$ cat config.mk
export PLATFORM = sky130hd
export DESIGN_NAME = qhp_port
export DESIGN_NICKNAME = d
export VERILOG_FILES = /design/src/qhp_pkg.sv /design/src/qhp_edge.sv /design/src/qhp_port.sv
export SDC_FILE = /design/constraint.sdc
export NUM_CORES = 1
export LEC_CHECK = 0
export ABC_AREA = 0
export BUFFER_PORTS_ARGS = -buffer_cell sky130_fd_sc_hd__buf_2
export CORE_UTILIZATION = 25
export CTS_CLUSTER_SIZE = 10
export DETAILED_ROUTE_END_ITERATION = 6
export PLACE_DENSITY_LB_ADDON = 0.15
export SLEW_MARGIN = 10
export SYNTH_ARGS = -nofsm -noshare
export SYNTH_HDL_FRONTEND = slang
export SYNTH_SLANG_ARGS = --single-unit
$ cat constraint.sdc
create_clock -name clk -period 3.5 [get_ports clk]
set_input_delay 0 -clock clk [delete_from_list [all_inputs] [get_ports clk]]
set_output_delay 0 -clock clk [all_outputs]
set_load 0.1 [all_outputs]
$ cat src/qhp_pkg.sv
/*
 * Shared constants and types for the quad channel host bus port.
 * Assumes one 100 MHz clock and host pins already synchronous to it.
 */
`default_nettype none

package qhp_pkg;

	// ****************************************************************
	// Pin levels and codes
	// ****************************************************************
	localparam logic       STYLE_STROBE = 1'b1;
	localparam logic       DIR_READ     = 1'b1;
	localparam int         REG_AW       = 3;
	localparam int         DATA_W       = 8;
	localparam int         CHAN_W       = 2;
	localparam int         NUM_CHAN     = 4;
	localparam logic [1:0] CHAN_A       = 2'h0;
	localparam logic [1:0] CHAN_B       = 2'h1;
	localparam logic [1:0] CHAN_C       = 2'h2;
	localparam logic [1:0] CHAN_D       = 2'h3;
	localparam logic [7:0] DATA_RST     = 8'h00;
	localparam logic [2:0] ADDR_RST     = 3'h0;
	localparam int         EDGE_IDX_RD  = 0;
	localparam int         EDGE_IDX_WR  = 1;
	localparam int         EDGE_IDX_CS  = 2;
	localparam int         NUM_EDGE     = 3;

	// ****************************************************************
	// Access sequencer states
	// ****************************************************************
	typedef enum logic [1:0] {
		QHP_IDLE  = 2'b00,
		QHP_READ  = 2'b01,
		QHP_WRITE = 2'b10
	} qhp_state_t;

endpackage

`default_nettype wire

$ cat src/qhp_edge.sv
/*
 * Edge detector for one active-low host control pin.
 * Assumes the pin is synchronous to clk; reset value is the idle high.
 */
`timescale 1ns/1ns
`default_nettype none

module qhp_edge (
	input  wire logic clk,
	input  wire logic nrst,
	input  wire logic pin_n,
	output logic      fall,
	output logic      rise
);

	logic prev_q;

	always_ff @(posedge clk or negedge nrst) begin
		if (!nrst) begin
			prev_q <= 1'b1;
		end else begin
			prev_q <= pin_n;
		end
	end

	assign fall = prev_q & ~pin_n;
	assign rise = ~prev_q & pin_n;

endmodule

`default_nettype wire

$ cat src/qhp_port.sv
/*
 * Host parallel bus port of a four channel UART: decodes the host pins in
 * either bus style into single-cycle register read and write requests.
 * Assumes the channel register set answers acc_rdata combinationally from
 * acc_chan and acc_addr, and that all host pins are synchronous to clk.
 */
// Behaviour
// - Register address picks register in channel.
// - Data bus driven only during reads.
// - Style pin high strobes, low direction.
// - Read strobe fall reads, drives byte.
// - Write strobe fall starts, rise loads.
// - Direction style: write pin high reads.
// - Strobe style: select A enables A.
// - Direction style: select A is chip select.
// - Strobe style: B, C, D own selects.
// - Direction style: B, C pick channel.
// - Direction style: A interrupt open-drain low.
`timescale 1ns/1ns
`default_nettype none

module qhp_port
	import qhp_pkg::*;
(
	input  wire logic        clk,
	input  wire logic        nrst,
	input  wire logic        bus_style,
	input  wire logic [2:0]  reg_addr,
	input  wire logic [7:0]  data_in,
	output logic      [7:0]  data_out,
	output logic             data_oe,
	input  wire logic        read_strobe_n,
	input  wire logic        write_strobe_n,
	input  wire logic        chan_a_select_n,
	input  wire logic        chan_b_select_n,
	input  wire logic        chan_c_select_n,
	input  wire logic        chan_d_select_n,
	output logic             acc_rd,
	output logic             acc_wr,
	output logic      [1:0]  acc_chan,
	output logic      [2:0]  acc_addr,
	output logic      [7:0]  acc_wdata,
	input  wire logic [7:0]  acc_rdata,
	input  wire logic [3:0]  chan_irq,
	input  wire logic        int_a_en,
	output logic             chan_a_int_out,
	output logic             chan_a_int_oe
);

	// ****************************************************************
	// Decode
	// ****************************************************************
	// Lowest active select wins; a host driving two selects at once is
	// a system fault, and fixed priority keeps the result predictable.
	function automatic logic [1:0] strobe_chan(input logic [3:0] sel_n);
		logic [1:0] c;
		c = CHAN_D;
		if (!sel_n[2]) begin
			c = CHAN_C;
		end
		if (!sel_n[1]) begin
			c = CHAN_B;
		end
		if (!sel_n[0]) begin
			c = CHAN_A;
		end
		return c;
	endfunction

	qhp_state_t    state_q;
	logic [2:0]    pin_n;
	logic [2:0]    fall;
	logic [2:0]    rise;
	logic [3:0]    sel_n;
	logic          strobe_mode;
	logic          any_sel;
	logic          rd_start;
	logic          wr_start;
	logic          rd_end;
	logic          wr_end;
	logic [1:0]    chan_d;
	logic          rd_pend_q;

	assign strobe_mode = (bus_style == STYLE_STROBE);
	assign sel_n = {chan_d_select_n, chan_c_select_n,
			chan_b_select_n, chan_a_select_n};
	assign any_sel = ~&sel_n;
	// The read strobe is never looked at in direction style.
	assign pin_n[EDGE_IDX_RD] = read_strobe_n | ~strobe_mode;
	assign pin_n[EDGE_IDX_WR] = write_strobe_n;
	assign pin_n[EDGE_IDX_CS] = chan_a_select_n;

	genvar gi;
	generate
		for (gi = 0; gi < NUM_EDGE; gi++) begin : g_edge
			qhp_edge u_edge (
				.clk   (clk),
				.nrst  (nrst),
				.pin_n (pin_n[gi]),
				.fall  (fall[gi]),
				.rise  (rise[gi])
			);
		end
	endgenerate

	always_comb begin
		if (strobe_mode) begin
			chan_d   = strobe_chan(sel_n);
			rd_start = fall[EDGE_IDX_RD] & any_sel;
			wr_start = fall[EDGE_IDX_WR] & any_sel;
			rd_end   = rise[EDGE_IDX_RD] | ~any_sel;
			wr_end   = rise[EDGE_IDX_WR];
		end else begin
			chan_d   = {chan_c_select_n, chan_b_select_n};
			rd_start = fall[EDGE_IDX_CS] &
				(write_strobe_n == DIR_READ);
			wr_start = fall[EDGE_IDX_CS] &
				(write_strobe_n != DIR_READ);
			rd_end   = chan_a_select_n;
			wr_end   = rise[EDGE_IDX_CS];
		end
	end

	// ****************************************************************
	// Access sequencer
	// ****************************************************************
	always_ff @(posedge clk or negedge nrst) begin
		if (!nrst) begin
			state_q <= QHP_IDLE;
		end else begin
			case (state_q)
				QHP_IDLE: begin
					if (rd_start) begin
						state_q <= QHP_READ;
					end else if (wr_start) begin
						state_q <= QHP_WRITE;
					end
				end
				QHP_READ: begin
					if (rd_end) begin
						state_q <= QHP_IDLE;
					end
				end
				QHP_WRITE: begin
					if (wr_end) begin
						state_q <= QHP_IDLE;
					end
				end
				default: begin
					state_q <= QHP_IDLE;
				end
			endcase
		end
	end

	// Channel and register are frozen at the start of the access.
	always_ff @(posedge clk or negedge nrst) begin
		if (!nrst) begin
			acc_chan <= CHAN_A;
			acc_addr <= ADDR_RST;
		end else if (state_q == QHP_IDLE && (rd_start || wr_start)) begin
			acc_chan <= chan_d;
			acc_addr <= reg_addr;
		end
	end

	always_ff @(posedge clk or negedge nrst) begin
		if (!nrst) begin
			acc_rd    <= 1'b0;
			rd_pend_q <= 1'b0;
		end else begin
			acc_rd    <= (state_q == QHP_IDLE) && rd_start;
			rd_pend_q <= acc_rd;
		end
	end

	// Write data is taken on the closing edge, when the host has had the
	// whole strobe low time to settle the bus.
	always_ff @(posedge clk or negedge nrst) begin
		if (!nrst) begin
			acc_wr    <= 1'b0;
			acc_wdata <= DATA_RST;
		end else begin
			acc_wr <= (state_q == QHP_WRITE) && wr_end;
			if ((state_q == QHP_WRITE) && wr_end) begin
				acc_wdata <= data_in;
			end
		end
	end

	// ****************************************************************
	// Data bus drive
	// ****************************************************************
	always_ff @(posedge clk or negedge nrst) begin
		if (!nrst) begin
			data_out <= DATA_RST;
			data_oe  <= 1'b0;
		end else begin
			if (acc_rd) begin
				data_out <= acc_rdata;
			end
			data_oe <= (state_q == QHP_READ) && !rd_end &&
				(acc_rd || data_oe);
		end
	end

	// ****************************************************************
	// Interrupt pin
	// ****************************************************************
	always_ff @(posedge clk or negedge nrst) begin
		if (!nrst) begin
			chan_a_int_out <= 1'b0;
			chan_a_int_oe  <= 1'b0;
		end else if (strobe_mode) begin
			chan_a_int_out <= chan_irq[CHAN_A];
			chan_a_int_oe  <= int_a_en;
		end else begin
			chan_a_int_out <= 1'b0;
			chan_a_int_oe  <= |chan_irq;
		end
	end

	function automatic logic all_desel();
		return &sel_n && state_q == QHP_IDLE;
	endfunction
endmodule

`default_nettype wire

# After elaboration in Yosys (flattened, before gate mapping)
# Cells that the tools add are included.
totals:
  ff_bits: 31
  elab_cells: 65
op_classes:
  n_eq_ne: 5
  mux: 15
  bitwise: 19
  reduce_logical: 13
ops:
  columns: ["op", "n"]
  rows:
  - ["2-bit two-way mux", 7]
  - ["1-bit bitwise AND", 10]
  - ["1-bit two-way mux", 7]
  - ["1-bit NOT", 7]
  - ["2-bit case mux with 3 select lines", 1]
  - ["1-bit logical AND", 5]
  - ["2-bit inequality test, second input constant", 2]
  - ["4-bit AND reduction", 1]
  - ["4-bit OR reduction", 1]
  - ["3-bit inequality test, second input constant", 1]
  - ["3-bit AND reduction", 1]
  - ["2-bit by 1-bit == test with 1-bit output, second input constant", 1]
  - ["2-bit == test, second input constant", 1]
  - ["1-bit logical NOT", 2]
  - ["2-bit logical NOT", 1]
  - ["1-bit logical OR", 2]
  - ["1-bit bitwise OR", 2]

# Depth between registers and ports, before layout
logic_depth:
  ltp_word: 8
  depth_mapped: 5

# Cells and area by module
# From an unflattened synthesis, not the netlist that was laid out.
hier_totals:
  hier_cells: 92
  area_unflattened_um2: 1278.7
by_module_without_submodules:
  columns: ["mod", "n_inst", "cells_each", "area_each_um2", "seq_area_each_um2"]
  rows:
  - ["qhp_port", 1, 83, 1154.9, 700.7]
  - ["qhp_edge", 3, 3, 41.3, 26.3]

# Worst setup path after synthesis
# OpenSTA, ideal clock, no wires.
synth_path:
  kind: "reg-to-reg"
  from: "reg acc_rd"
  to: "reg data_out[0]"
  setup_ps: 125
  arrival_time_ps: 1631
  required_ps: 3375
  setup_slack_ps: 1743
  path_stages_with_launch: 3
  path_buffers: 1
  cell_sequence: "dfrtp_1 > clkbuf_1 > mux2_2"
synth_lines:
  columns: ["item", "line_no", "rtl"]
  rows:
  - ["start: declaration", "qhp_port.sv:38", "output logic acc_rd,"]
  - ["start signal: assignment", "qhp_port.sv:172", "acc_rd <= (state_q == QHP_IDLE) && rd_start;"]
  - ["end signal: assignment", "qhp_port.sv:200", "data_out <= acc_rdata;"]
  - ["end: declaration", "qhp_port.sv:30", "output logic [7:0] data_out,"]
# No word-level cell between the ends.

# Worst setup path in the final report
layout_path:
  from: "in chan_a_select_n"
  to: "reg acc_wdata[5]"
layout_via:
  elab_chain_len: 3
layout_rtl:
  columns: ["item", "line_no", "rtl"]
  rows:
  - ["start: declaration", "qhp_port.sv:34", "input wire logic chan_a_select_n,"]
  - ["1-bit bitwise AND", "qhp_edge.sv:27", "assign rise = ~prev_q & pin_n;"]
  - ["1-bit two-way mux", "qhp_port.sv:107", "if (strobe_mode) begin"]
  - ["1-bit logical AND", "qhp_port.sv:185", "if ((state_q == QHP_WRITE) && wr_end) begin"]
  - ["end signal: assignment", "qhp_port.sv:186", "acc_wdata <= data_in;"]
  - ["end: declaration", "qhp_port.sv:42", "output logic [7:0] acc_wdata,"]
# No other way between the ends.
# A chain may end at the register's enable or synchronous reset.

==> reports/qor.yml <==
status:
  status: "completed"
place:
  placedCellCount: 210
  port_buffers: 58
  place_hpwl_um: 1834
  place_congestion: 0.6651
synthesis:
  synth_edf_count: 0
  synth_commonest_cells: "dfrtp_1, mux2_2, mux2_4"
  yosysTopAreaCellShare_pct: 53.90
  yosysSeqAreaShare_pct: 59.96
  ys_ff_latch: 31
  syn_nets: 121
  synth_warnings: 0
  syn-cell-area_mm2: 0.001300
  ys_types: 29
  syn_inst: 88
  yosysMostFrequentCell: "dfrtp_1"
  synthArstFlopShare_pct: 100.0
  ys.flop_type: "dfrtp_1"
  syn_area_per_cell_um2: 14.77
  synth_top_cell_by_area: "dfrtp_1"
  ys_top_cells_by_area: "dfrtp_1, mux2_2, mux2_4"
sta:
  tightest_slew_ns: 0.9731
  max_freq_ghz: 0.4787
  slew_viol_final: 0
  period_needed_ns: 2.089
  worst_clock_skew_ns: 0.006027
  rsz0062_at_grt: "false"
  post-route-period-util_pct: 59.69
  finalSetupViolations: 0
  setup_tns_ns: 0
  max_slew_margin_pct: 34.84
  finalHoldViolCount: 0
critical_path:
  start_kind: "input port"
  cp_top_family: "simple AND/OR/NAND/NOR gates"
  cp_slowest_cell: "nor3b_2"
  path_max_fanout: 9
  slowest_delay_ns: 0.79
  crit_arrival_ns: 2.25
  path_cells: "dlygate4sd3_1 > buf_2 > inv_2 > o32a_2 > nor3b_2 > mux2_4"
  cp_num_buf_inv: 3
  endpoint_kind: "register"
  cp_data_required_time_ns: 3.66
  worstSetupPathType: "input port to register"
routing:
  drt_iter0_drc: 26
  wire_per_inst_um: 11.05
  drt_first_pass_iters: 4
  dr_total_vias: 1005
  totalWireLength_um: 2697
  viasPerCell: 4.119
  antenna_left: 0
  drc: 0
global_routing:
  grt_pass1_vias: 974
  grt_antenna_before_repair: 0
  grt_util_all_layers_pct: 10.54
  grt_pass1_wl_um: 4257
  grt_max_degree: 32
  grt-ovfl-total: 0
clocking:
  postCtsSetupBuffers: 0
  insertion_delay_ns: 0.28
  clk_pin_slew_ns: 0.06
  cts_made_buffers: 5
  cts.htree.levels: 2
  cts_tree: "built"
  clkSinkCount: 31
  cts_resized: 0
  ctsHoldBuffers: 26
  clock_path_buffers: 2
  cts-root-buf: "clkbuf_8"
die:
  dieArea_mm2: 0.005492
  initial_core_util_pct: 26.81
  io_pins: 59
  die_w_um: 74.11
  coreArea_mm2: 0.004848
  die-height_um: 74.11
  placementRows: 25
final_layout:
  diodes: 0
  drive_gt1_share_pct: 54.24
  stdcell_count: 244
  nets: 209
  syn_to_final_growth_pct: 54.96
job:
  drv_cap: 0
min_path:
  min_path_type: "input port to register"
==> worst register-to-register path: stages (launching register included) <==
cell     delay, ns
dfstp_2       0.37
o32a_2        0.34
nor3b_2       0.79
mux2_4        0.36
==> final timing paths <==
check / cells past startpoint / slack, ns / to / startpoint
worst min register to register: 1 / 0.50 / data_oe / data_oe
max in group asynchronous: 2 / 2.76 / data_oe / nrst
worst min-delay path: 2 / 0.02 / g_edge[0].u_edge.prev_q / bus_style
worst max-delay path: 6 / 1.41 / acc_wdata[5] / chan_a_select_n
worst max register to register: 3 / 1.54 / acc_wdata[5] / g_edge[2].u_edge.prev_q
min in group asynchronous: 2 / 0.30 / acc_wdata[5] / nrst
==> layout make-up <==
type / count / area (um^2)
timing repair buffer: 84 / 550.5
fill: 478 / 2834
sequential: 31 / 779.5
tap: 67 / 83.83
inverter: 4 / 15.01
multi-input combinational: 50 / 485.5
clock buffer: 8 / 100.1
==> layout by cell type (no fill, tap or decap), types with 2 or more instances in the layout <==
master,netlist,final
a21oi_1,2,2
buf_2,1,58
clkbuf_8,0,7
dfrtp_1,28,28
dfstp_2,3,3
dlygate4sd3_1,0,26
inv_1,3,3
mux2_2,13,13
mux2_4,9,9
nand2_1,2,2
nand2b_1,2,2
nor2_1,2,2
nor3_1,3,3
o21ai_0,3,3
==> layer usage <==
metal,vias to the layer above,GRT usage [%],share of wire [%],wire [um]
met5,-,0,0,0
met4,0,4.487,1.9,51
met3,6,4.201,6.5,174
met2,36,16.77,46,1235
met1,468,12.66,46,1237
li1,495,-,-,-
==> per-stage QoR <==
step / utilization, % / worst slack [ns] / instance area [um^2] / hold WS [ns]
finish: 41.55 / 1.411 / 2014 / 0.01767
CTS: 41.55 / 1.397 / 2014 / 0.008869
global placement: 34.12 / 1.598 / 1654 / 0.08216
global route: 41.55 / 1.305 / 2014 / 0.02756
floorplan: - / 1.743 / 1300 / -0.2956
detailed placement: 34.12 / 1.521 / 1654 / 0.08779
==> registers in the layout, indices dropped and copies added, names as in the netlist <==
register / flops
chan_a_int_oe: 1
acc_addr: 3
data_out: 8
acc_wr: 1
g_edge.u_edge.prev_q: 3
acc_rd: 1
chan_a_int_out: 1
state_q: 2
data_oe: 1
acc_wdata: 8
acc_chan: 2
==> kinds of logic (layout without fill, tap and decap cells) <==
| group | Yosys count | count (layout) | synth area share [%] |
|---|---|---|---|
| AO/OA/AOI/OAI | 11 | 11 | 7.989 |
| buffers and inverters | 7 | 96 | 2.694 |
| flip-flops | 31 | 31 | 59.96 |
| multiplexers | 22 | 22 | 21.66 |
| AND/OR/NAND/NOR | 17 | 17 | 7.701 |
Power is not shown: default switching activity piles up to over one toggle a cycle in this logic, so the estimate is an artifact.
